`src/logic/ctm_pkg.sv`:
```
// Constants, field layouts and encodings for the compact timer
//
// Behaviour
// RQ1 - Mode 11 counts and flags exactly like compare mode but leaves the pin undriven.
// RQ2 - Timer/counter mode releases the output pin for other pin functions.
// RQ3 - Writing mode field 10 selects PWM output mode.
// RQ4 - In PWM mode the clear source bit is ignored; only the period compare clears.
// RQ5 - In PWM one compare sets period, the other duty; swap bit picks which.
// RQ6 - In PWM each comparator match sets its own flag.
// RQ7 - In PWM the level bit picks active high or low; pin field passes or forces.
// RQ8 - The invert bit inverts the waveform presented on the pin.
// RQ9 - Swap clear: compare P times 128 is the period, zero means 1024; A is duty.
// RQ10 - Duty at or above period keeps the output active the whole period.
// RQ11 - Swap set: compare A is the period, compare P times 128 the duty.
// RQ12 - Each period compare clear starts a new PWM period.
// RQ13 - PWM counting and comparing continue while the pin is forced.
// RQ14 - In compare mode each run bit rising edge restores the initial pin level.
// RQ15 - In compare mode only comparator A events change the pin.
// RQ16 - Outside PWM mode, with clear source set, comparator P never raises its flag.
// RQ17 - PWM pin field: 00 inactive, 01 active, 10 waveform, 11 undefined.
// RQ18 - Clear source set clears on A; clear clears on P or overflow.
// RQ19 - Compare A match sets, clears, toggles or keeps the pin; level bit is initial.
// RQ20 - Compare A zero in compare mode wraps at 3FF with no A flag.
// RQ21 - Counter steps once per timer tick while running, held at zero when stopped.
`default_nettype none
package ctm_pkg;
  localparam int CTM_CNT_W = 10;
  localparam int CTM_DW = 8;
  localparam int CTM_AW = 3;
  localparam int CTM_HI_W = CTM_CNT_W - CTM_DW;
  localparam int CTM_P_W = 3;
  localparam int CTM_EXT_W = CTM_CNT_W + 1;
  localparam int CTM_PRE_MIN = 3;
  // Period granule and full count of the 10-bit counter
  localparam logic [CTM_EXT_W-1:0] CTM_P_UNIT = 11'h080;
  localparam logic [CTM_EXT_W-1:0] CTM_P_FULL = 11'h400;
  localparam logic [CTM_EXT_W-1:0] CTM_STEP = 11'h001;
  // Register addresses
  localparam logic [CTM_AW-1:0] CTM_A_CTRL0 = 3'h0;
  localparam logic [CTM_AW-1:0] CTM_A_CTRL1 = 3'h1;
  localparam logic [CTM_AW-1:0] CTM_A_CNT_LO = 3'h2;
  localparam logic [CTM_AW-1:0] CTM_A_CNT_HI = 3'h3;
  localparam logic [CTM_AW-1:0] CTM_A_COMPARE_A_VALUE_LO = 3'h4;
  localparam logic [CTM_AW-1:0] CTM_A_COMPARE_A_VALUE_HI = 3'h5;
  localparam logic [CTM_AW-1:0] CTM_A_COMPARE_P_VALUE = 3'h6;
  localparam logic [CTM_AW-1:0] CTM_A_FLAGS = 3'h7;
  // Flag bit positions
  localparam int CTM_FLAG_A = 0;
  localparam int CTM_FLAG_P = 1;
  typedef enum logic [1:0] {
    CTM_MODE_CMP = 2'h0,
    CTM_MODE_UND = 2'h1,
    CTM_MODE_PWM = 2'h2,
    CTM_MODE_TC = 2'h3
  } ctm_mode_type;
  // Pin field codes, compare mode and PWM mode readings
  localparam logic [1:0] CTM_PF_NONE = 2'h0;
  localparam logic [1:0] CTM_PF_LOW = 2'h1;
  localparam logic [1:0] CTM_PF_HIGH = 2'h2;
  localparam logic [1:0] CTM_PF_TOG = 2'h3;
  localparam logic [1:0] CTM_PF_INACT = 2'h0;
  localparam logic [1:0] CTM_PF_ACT = 2'h1;
  localparam logic [1:0] CTM_PF_WAVE = 2'h2;
  typedef struct packed {
    logic [1:0] clk_sel;
    logic timer_run;
  } ctm_ctrl0_type;
  typedef struct packed {
    ctm_mode_type operating_mode_sel;
    logic [1:0] pin_function_sel;
    logic output_level_ctrl;
    logic output_invert;
    logic period_duty_swap;
    logic clear_source_sel;
  } ctm_ctrl1_type;
  localparam ctm_ctrl0_type CTM_CTRL0_RST = 3'h0;
  localparam ctm_ctrl1_type CTM_CTRL1_RST = 8'h00;
endpackage : ctm_pkg
`default_nettype wire

```
`src/logic/ctm_tick.sv`:
```
// Timer clock prescaler: one tick every 2^sel clocks while running
`timescale 1ns/1ps
`default_nettype none
module ctm_tick #(
  parameter int PRE_W = 3
) (
  // Clock and reset
  input wire logic clk,
  input wire logic nrst,
  // Control
  input wire logic run,
  input wire logic [1:0] sel,
  // Tick out
  output logic tick
);
  import ctm_pkg::*;

  typedef struct packed {
    logic [PRE_W-1:0] pre;
  } ctm_tick_state_type;

  ctm_tick_state_type st;
  ctm_tick_state_type next_st;
  logic [PRE_W-1:0] ones;
  logic [PRE_W-1:0] mask;

  if (PRE_W < CTM_PRE_MIN) begin : g_chk
    $error("ctm_tick: PRE_W too small for divide by eight");
  end

  // Low sel bits of the prescaler must all be set for a tick
  always_comb begin
    ones = '1;
    mask = ~(ones << sel);
    tick = run && ((st.pre & mask) == mask);
    next_st = st;
    if (!run) begin
      next_st.pre = '0; // Phase restarts with each run
    end else begin
      next_st.pre = st.pre + 1'b1;
    end
  end

  always_ff @(posedge clk) begin
    if (!nrst) begin
      st <= '0;
    end else begin
      st <= next_st;
    end
  end
endmodule : ctm_tick
`default_nettype wire

```
`src/logic/ctm_timer.sv`:
```
// Compact 10-bit timer with compare-match, timer/counter and PWM modes
`timescale 1ns/1ps
`default_nettype none
module ctm_timer #(
  parameter int PRE_W = 3
) (
  // Clock and reset
  input wire logic clk,
  input wire logic nrst,
  // Register port
  input wire logic [ctm_pkg::CTM_AW-1:0] addr,
  input wire logic [ctm_pkg::CTM_DW-1:0] wdata,
  input wire logic wr,
  input wire logic rd,
  output logic [ctm_pkg::CTM_DW-1:0] rdata,
  // Output pin
  output logic timer_output_pin,
  output logic pin_oe_n,
  // Sticky flags
  output logic compare_a_flag,
  output logic compare_p_flag
);
  import ctm_pkg::*;

  typedef struct packed {
    ctm_ctrl0_type c0;
    ctm_ctrl1_type c1;
    logic [CTM_CNT_W-1:0] compare_a_value;
    logic [CTM_P_W-1:0] compare_p_value;
    logic [CTM_CNT_W-1:0] cnt;
    logic run_d;
    logic cm_level;
    logic a_flag;
    logic p_flag;
    logic [CTM_DW-1:0] rdata;
    logic pin;
    logic oe_n;
  } ctm_state_type;

  ctm_state_type st;
  ctm_state_type next_st;

  // Elaboration check on the prescaler width
  if (PRE_W < CTM_PRE_MIN) begin : g_chk
    $error("ctm_timer: PRE_W too small for divide by eight");
  end

  // Decoded controls
  logic tick;
  logic is_pwm;
  logic drives;
  logic run_rise;
  logic [CTM_EXT_W-1:0] n_cnt;
  logic [CTM_EXT_W-1:0] p_val;
  logic [CTM_EXT_W-1:0] a_val;
  logic [CTM_EXT_W-1:0] duty;
  logic [CTM_EXT_W-1:0] period;
  logic a_hit;
  logic p_hit;
  logic per_hit;
  logic a_set;
  logic p_set;
  logic pwm_act;
  logic pwm_lv;
  logic flag_wr;

  // Timer clock source
  ctm_tick #(
    .PRE_W(PRE_W)
  ) u_tick (
    .clk(clk),
    .nrst(nrst),
    .run(st.c0.timer_run),
    .sel(st.c0.clk_sel),
    .tick(tick)
  );

  // Comparator values and matches
  always_comb begin
    is_pwm = st.c1.operating_mode_sel == CTM_MODE_PWM;
    // Only compare mode and PWM mode own the pin
    drives = is_pwm ||
      (st.c1.operating_mode_sel == CTM_MODE_CMP); // [RQ1] [RQ2]
    run_rise = st.c0.timer_run && !st.run_d;
    n_cnt = CTM_EXT_W'(st.cnt) + CTM_STEP;
    // Compare P is in 128-count granules, zero is the full count
    if (st.compare_p_value == '0) begin
      p_val = CTM_P_FULL; // [RQ9]
    end else begin
      p_val = CTM_EXT_W'(st.compare_p_value) * CTM_P_UNIT; // [RQ9]
    end
    if (st.compare_a_value == '0) begin
      a_val = CTM_P_FULL;
    end else begin
      a_val = CTM_EXT_W'(st.compare_a_value);
    end
    // In compare mode a zero compare A never matches
    if (is_pwm) begin
      a_hit = tick && (n_cnt == a_val);
    end else begin
      a_hit = tick && (st.compare_a_value != '0)
        && (n_cnt == a_val); // [RQ20]
    end
    p_hit = tick && (n_cnt == p_val); // [RQ18]
    // Clear source: swap bit in PWM, clear select otherwise
    if (is_pwm) begin
      per_hit = st.c1.period_duty_swap ? a_hit : p_hit; // [RQ4] [RQ5]
    end else begin
      per_hit = st.c1.clear_source_sel ? a_hit : p_hit; // [RQ18]
    end
    a_set = a_hit; // [RQ6]
    p_set = p_hit && (is_pwm || !st.c1.clear_source_sel); // [RQ16] [RQ6]
  end

  // PWM waveform; runs even while the pin is forced
  always_comb begin
    if (st.c1.period_duty_swap) begin
      period = a_val; // [RQ11]
      duty = p_val; // [RQ11]
    end else begin
      period = p_val; // [RQ9]
      duty = CTM_EXT_W'(st.compare_a_value); // [RQ9]
    end
    // Count never reaches period, so duty >= period is always active
    pwm_act = CTM_EXT_W'(st.cnt) < duty; // [RQ10] [RQ13]
    case (st.c1.pin_function_sel)
      CTM_PF_INACT: begin
        pwm_lv = !st.c1.output_level_ctrl; // [RQ17]
      end
      CTM_PF_ACT: begin
        pwm_lv = st.c1.output_level_ctrl; // [RQ17]
      end
      CTM_PF_WAVE: begin
        // Level bit picks active high or active low
        pwm_lv = pwm_act ? st.c1.output_level_ctrl
          : !st.c1.output_level_ctrl; // [RQ7]
      end
      default: begin
        pwm_lv = !st.c1.output_level_ctrl; // Undefined code: idle
      end
    endcase
  end

  // Next state: registers, counter, flags, pin
  always_comb begin
    next_st = st;
    flag_wr = wr && (addr == CTM_A_FLAGS);
    next_st.run_d = st.c0.timer_run;

    // Register writes
    if (wr) begin
      case (addr)
        CTM_A_CTRL0: begin
          next_st.c0 = ctm_ctrl0_type'(wdata[$bits(ctm_ctrl0_type)-1:0]);
        end
        CTM_A_CTRL1: begin
          next_st.c1 = ctm_ctrl1_type'(wdata); // [RQ3]
        end
        CTM_A_COMPARE_A_VALUE_LO: begin
          next_st.compare_a_value[CTM_DW-1:0] = wdata;
        end
        CTM_A_COMPARE_A_VALUE_HI: begin
          next_st.compare_a_value[CTM_CNT_W-1:CTM_DW] =
            wdata[CTM_HI_W-1:0];
        end
        CTM_A_COMPARE_P_VALUE: begin
          next_st.compare_p_value = wdata[CTM_P_W-1:0];
        end
        default: begin
        end
      endcase
    end

    // Counter: cleared while stopped, steps on each tick
    if (!st.c0.timer_run) begin
      next_st.cnt = '0; // [RQ21]
    end else if (per_hit) begin
      next_st.cnt = '0; // [RQ12] [RQ4] [RQ18]
    end else if (tick) begin
      next_st.cnt = n_cnt[CTM_CNT_W-1:0]; // [RQ21] [RQ20]
    end

    // Flags clear by writing one; a same-cycle match wins
    if (flag_wr && wdata[CTM_FLAG_A]) begin
      next_st.a_flag = 1'b0;
    end
    if (flag_wr && wdata[CTM_FLAG_P]) begin
      next_st.p_flag = 1'b0;
    end
    if (a_set) begin
      next_st.a_flag = 1'b1; // [RQ6] [RQ1]
    end
    if (p_set) begin
      next_st.p_flag = 1'b1; // [RQ6] [RQ16]
    end

    // Compare-mode pin level; run restart beats a match
    if (run_rise) begin
      next_st.cm_level = st.c1.output_level_ctrl; // [RQ14] [RQ19]
    end else if (a_hit && !is_pwm) begin
      case (st.c1.pin_function_sel)
        CTM_PF_LOW: begin
          next_st.cm_level = 1'b0; // [RQ19]
        end
        CTM_PF_HIGH: begin
          next_st.cm_level = 1'b1; // [RQ19]
        end
        CTM_PF_TOG: begin
          next_st.cm_level = !st.cm_level; // [RQ19]
        end
        default: begin
          next_st.cm_level = st.cm_level; // [RQ19]
        end
      endcase
    end

    // Pin: compare level or PWM level, then optional inversion
    if (is_pwm) begin
      next_st.pin = pwm_lv ^ st.c1.output_invert; // [RQ7] [RQ8]
    end else begin
      // Only comparator A matches and a run restart move the compare level
      next_st.pin = next_st.cm_level ^ st.c1.output_invert; // [RQ15]
    end
    next_st.oe_n = !drives; // [RQ1] [RQ2]

    // Read data stands only in the cycle after the strobe
    next_st.rdata = '0;
    if (rd) begin
      case (addr)
        CTM_A_CTRL0: begin
          next_st.rdata = CTM_DW'(st.c0);
        end
        CTM_A_CTRL1: begin
          next_st.rdata = st.c1;
        end
        CTM_A_CNT_LO: begin
          next_st.rdata = st.cnt[CTM_DW-1:0];
        end
        CTM_A_CNT_HI: begin
          next_st.rdata = CTM_DW'(st.cnt[CTM_CNT_W-1:CTM_DW]);
        end
        CTM_A_COMPARE_A_VALUE_LO: begin
          next_st.rdata = st.compare_a_value[CTM_DW-1:0];
        end
        CTM_A_COMPARE_A_VALUE_HI: begin
          next_st.rdata =
            CTM_DW'(st.compare_a_value[CTM_CNT_W-1:CTM_DW]);
        end
        CTM_A_COMPARE_P_VALUE: begin
          next_st.rdata = CTM_DW'(st.compare_p_value);
        end
        CTM_A_FLAGS: begin
          next_st.rdata[CTM_FLAG_A] = st.a_flag;
          next_st.rdata[CTM_FLAG_P] = st.p_flag;
        end
        default: begin
          next_st.rdata = '0;
        end
      endcase
    end
  end

  // State register; pin stays released through reset
  always_ff @(posedge clk) begin
    if (!nrst) begin
      st <= '0;
      st.c0 <= CTM_CTRL0_RST;
      st.c1 <= CTM_CTRL1_RST;
      st.oe_n <= 1'b1;
    end else begin
      st <= next_st;
    end
  end

  // Outputs straight from the state register
  assign rdata = st.rdata;
  assign timer_output_pin = st.pin;
  assign pin_oe_n = st.oe_n;
  assign compare_a_flag = st.a_flag;
  assign compare_p_flag = st.p_flag;
endmodule : ctm_timer
`default_nettype wire

```
`config.mk`:
```
export PLATFORM = sky130hd
export DESIGN_NAME = ctm_timer
export DESIGN_NICKNAME = d
export VERILOG_FILES = /design/src/logic/ctm_pkg.sv /design/src/logic/ctm_tick.sv /design/src/logic/ctm_timer.sv
export SDC_FILE = /design/constraint.sdc
export NUM_CORES = 1
export LEC_CHECK = 0
export BUFFER_PORTS_ARGS = -buffer_cell sky130_fd_sc_hd__buf_2
export CORE_MARGIN = 2
export CORE_UTILIZATION = 35
export DETAILED_ROUTE_END_ITERATION = 6
export GPL_ROUTABILITY_DRIVEN = 0
export PLACE_DENSITY = 0.53
export SYNTH_ARGS = -nofsm -noshare
export SYNTH_HDL_FRONTEND = slang
export SYNTH_SLANG_ARGS = --single-unit
```
`constraint.sdc`:
```
create_clock -name clk -period 6 [get_ports clk]
set_input_delay 0.3 -clock clk [delete_from_list [all_inputs] [get_ports clk]]
set_output_delay 0.3 -clock clk [all_outputs]
set_load 0.01 [all_outputs]
```
==> flow_metrics.env <==
export IMPL_vias=2765
export IMPL_yosysSeqAreaShare_pct=30.7
export IMPL_worstSetupEndpointType="register"
export IMPL_first_iter_violations=156
export IMPL_cts_max_path_buffers=2
export IMPL_cts_root_buf="clkbuf_8"
export IMPL_max_clock_freq_mhz=325
export IMPL_drive_gt1_share_pct=11.0
export IMPL_synth_commonest_cells="dfxtp_1, nor2_1, nand2_1"
export IMPL_final_hold_viol_count=0
export IMPL_floorplan_die_area_um2=10300
export IMPL_cp_slowest_cell="dfxtp_1"
export IMPL_grt_max_degree=36
export IMPL_setup_viol=0
export IMPL_ant_nets=0
export IMPL_antenna_found_initial=0
export IMPL_worstHoldStart="wdata[5]"
export IMPL_cp_data_required_time_ps=6200
export IMPL_grt_pass1_vias=2605
export IMPL_finalSetupTns_ps=0
export IMPL_criticalPathCategory="register to register"
export IMPL_dpl_cell_count=521
export IMPL_crit_end="st[15]"
export IMPL_clkSinkCount=51
export IMPL_grt_overflow=0
export IMPL_path_clk_slew_ps=100
export IMPL_synth_fp_nets=426
export IMPL_finalPower_uw=662
export IMPL_fin_cells=529
export IMPL_clock_skew_ps=4.38
export IMPL_core_um2=9240
export IMPL_num_antenna_cells=0
export IMPL_grtUsageTotal_pct=17.3
export IMPL_hpwl_um=6250
export IMPL_postSynth_asyncResetShare_pct=0
export IMPL_ctsResizeCount=0
export IMPL_synth_area_um2=3320
export IMPL_clk_latency_ps=310
export IMPL_r2r_cells=9
export IMPL_area_growth_pct=6.85
export IMPL_cellLeakagePower_nw=1.33
export IMPL_path_delay_family="simple AND/OR/NAND/NOR gates"
export IMPL_ys_types=54
export IMPL_cp_depth=9
export IMPL_numCtsBuffers=5
export IMPL_io_buffers=26
export IMPL_first_pass_iters=5
export IMPL_avgRoutedWirePerCell_um=15.9
export IMPL_wl_met3_um=386
export IMPL_start_util_pct=36.0
export IMPL_post_route_period_util_pct=51.4
export IMPL_slew_limit_headroom_pct=34.6
export IMPL_synth_seq_cells=51
export IMPL_r2r_end="st[15]"
export IMPL_vias_per_cell=5.23
export IMPL_ioPinCount=27
export IMPL_crit_buf_inv=0
export IMPL_dr_max_layer_used="met4"
export IMPL_wl_met1_um=4070
export IMPL_cts_setup_buffers=0
export IMPL_slew_violations=0
export IMPL_row_count=35
export IMPL_ys_flop_type="dfxtp_1"
export IMPL_hold_buffers=0
export IMPL_hold_path_class="primary input to register"
export IMPL_yosys_area_top_type="dfxtp_1"
export IMPL_dieWidth_um=101
export IMPL_worst_ep_arrival_time_ps=3280
export IMPL_whs_ps=241
export IMPL_routed_wl_met2_um=3840
export IMPL_r2r_setup_slack_ps=2920
export IMPL_crit_chain="ha_1 -> nand3_2 -> or3_1 -> nand2_1 -> o2111ai_1 -> nor4_4 -> a21boi_1 -> o21ai_4 -> nor2_1"
export IMPL_ir_worst_vdd_mv=0.0944
export IMPL_cap_violations=0
export IMPL_synth_avg_cell_area_um2=8.37
export IMPL_yosys_warnings=0
export IMPL_yosysTopAreaCellShare_pct=30.7
export IMPL_grt_first_pass_wirelength_um=13900
export IMPL_route_detailed_drc=0
export IMPL_synthTopCellsByArea="dfxtp_1, mux2i_1, ha_1"
export IMPL_cts_tree="done"
export IMPL_cp_slowest_stage_delay_ps=610
export IMPL_startpoint_type="register"
export IMPL_fill_cells=980
export IMPL_r2r_start="st[14]"
export IMPL_postRouteWirelength_um=8410
export IMPL_h_tree_depth=2
export IMPL_yosysMostFrequentCell="dfxtp_1"
export IMPL_die_h_um=101
export IMPL_p_per_area_nw_per_um2=186
export IMPL_fin_crit_ps=3080
export IMPL_critPathLaunch="st[14]"
export IMPL_layout_nets=428
export IMPL_tightest_slew_ps=978
export IMPL_rsz0062_at_grt="false"
export IMPL_outcome="complete, no violations"
export IMPL_syn_inst=397
export IMPL_synth_edff_count=0
export IMPL_crit_path_max_fanout=10
-- cell type report --
class                   count  area, µm²  share of cell area (%)
multi-input cells         304       2080                    58.6
flip-flops and latches     51       1020                    28.7
well taps                 129        161                    4.54
repair buffers             26        130                    3.66
clock buffers               5       68.8                    1.94
clock inverters             3       46.3                    1.30
inverters                  11       41.3                    1.16
-- cells in the final DEF, fill, tap and decap left out, types with 3 or more instances in the layout --
cell	synthesis	routed
nand2b_1	8	8
o21ai_0	18	18
a22oi_1	7	7
a21o_1	3	3
xor2_1	7	7
xnor2_1	15	15
a21boi_0	9	9
nor2_1	41	41
xnor3_1	3	3
a21oi_1	17	17
nor2b_1	22	22
buf_2	5	26
nand4_1	4	4
nor4_1	4	4
dfxtp_1	51	51
and4_1	3	3
and3_1	6	6
nor3_1	7	7
nand2_1	39	39
mux2i_1	24	24
nand3b_1	3	3
o211ai_1	4	4
nand3_1	11	11
clkbuf_8	0	5
inv_1	11	11
a31oi_1	4	4
ha_1	14	14
-- metrics by stage --
step	setup WS (ps)	util (%)	area, µm²
global placement	2940	37.2	3440
detailed placement	2910	37.2	3440
CTS	2880	38.4	3550
floorplan	3530	-	3320
global route	2600	38.4	3550
finish	2920	38.4	3550
-- routing by layer --
layer	track usage, %	vias to the layer above
met2	27.7	68
met1	24.4	1304
met3	2.97	8
met4	4.16	0
li1	-	1385
met5	0	-
-- power breakdown --
part	total (mW)	internal (mW)	switching [mW]
Sequential	0.350	0.343	0.00687
Clock	0.254	0.126	0.128
Combinational	0.0574	0.0236	0.0338
Total	0.662	0.493	0.169
-- worst min path at each step --
stage,endpoint,cells after the start
final,st[32],3
after global routing,st[32],3
after floorplan,pin_oe_n,1
after global placement,u_tick.st[0],1
after CTS,st[33],3
after detailed placement,u_tick.st[0],1
-- flip-flops by register name (all words and copies together), names as in the netlist --
register          count
rdata                 8
u_tick.st             3
timer_output_pin      1
st                   35
compare_a_flag        1
pin_oe_n              1
next_st               1
compare_p_flag        1
-- worst reg2reg max path: stages, from the launching register on --
cell	delay, ps
dfxtp_1	610
ha_1	430
nand3_2	180
or3_1	380
nand2_1	90
o2111ai_1	160
nor4_4	470
a21boi_1	210
o21ai_4	330
nor2_1	90
-- cell families (layout without fill, tap and decap cells) --
logic type | count (synthesis) | count (layout) | share of synthesized area [%]
AND/OR/NAND/NOR | 162 | 162 | 26.1
adder cells (fa/ha/maj) | 14 | 14 | 5.27
flip-flops | 51 | 51 | 30.7
buffers and inverters | 42 | 45 | 6.62
XOR/XNOR | 26 | 26 | 8.32
AO/OA/AOI/OAI | 78 | 78 | 15.8
multiplexers | 24 | 24 | 7.23
Note: power is estimated with default switching activity, not from simulation.
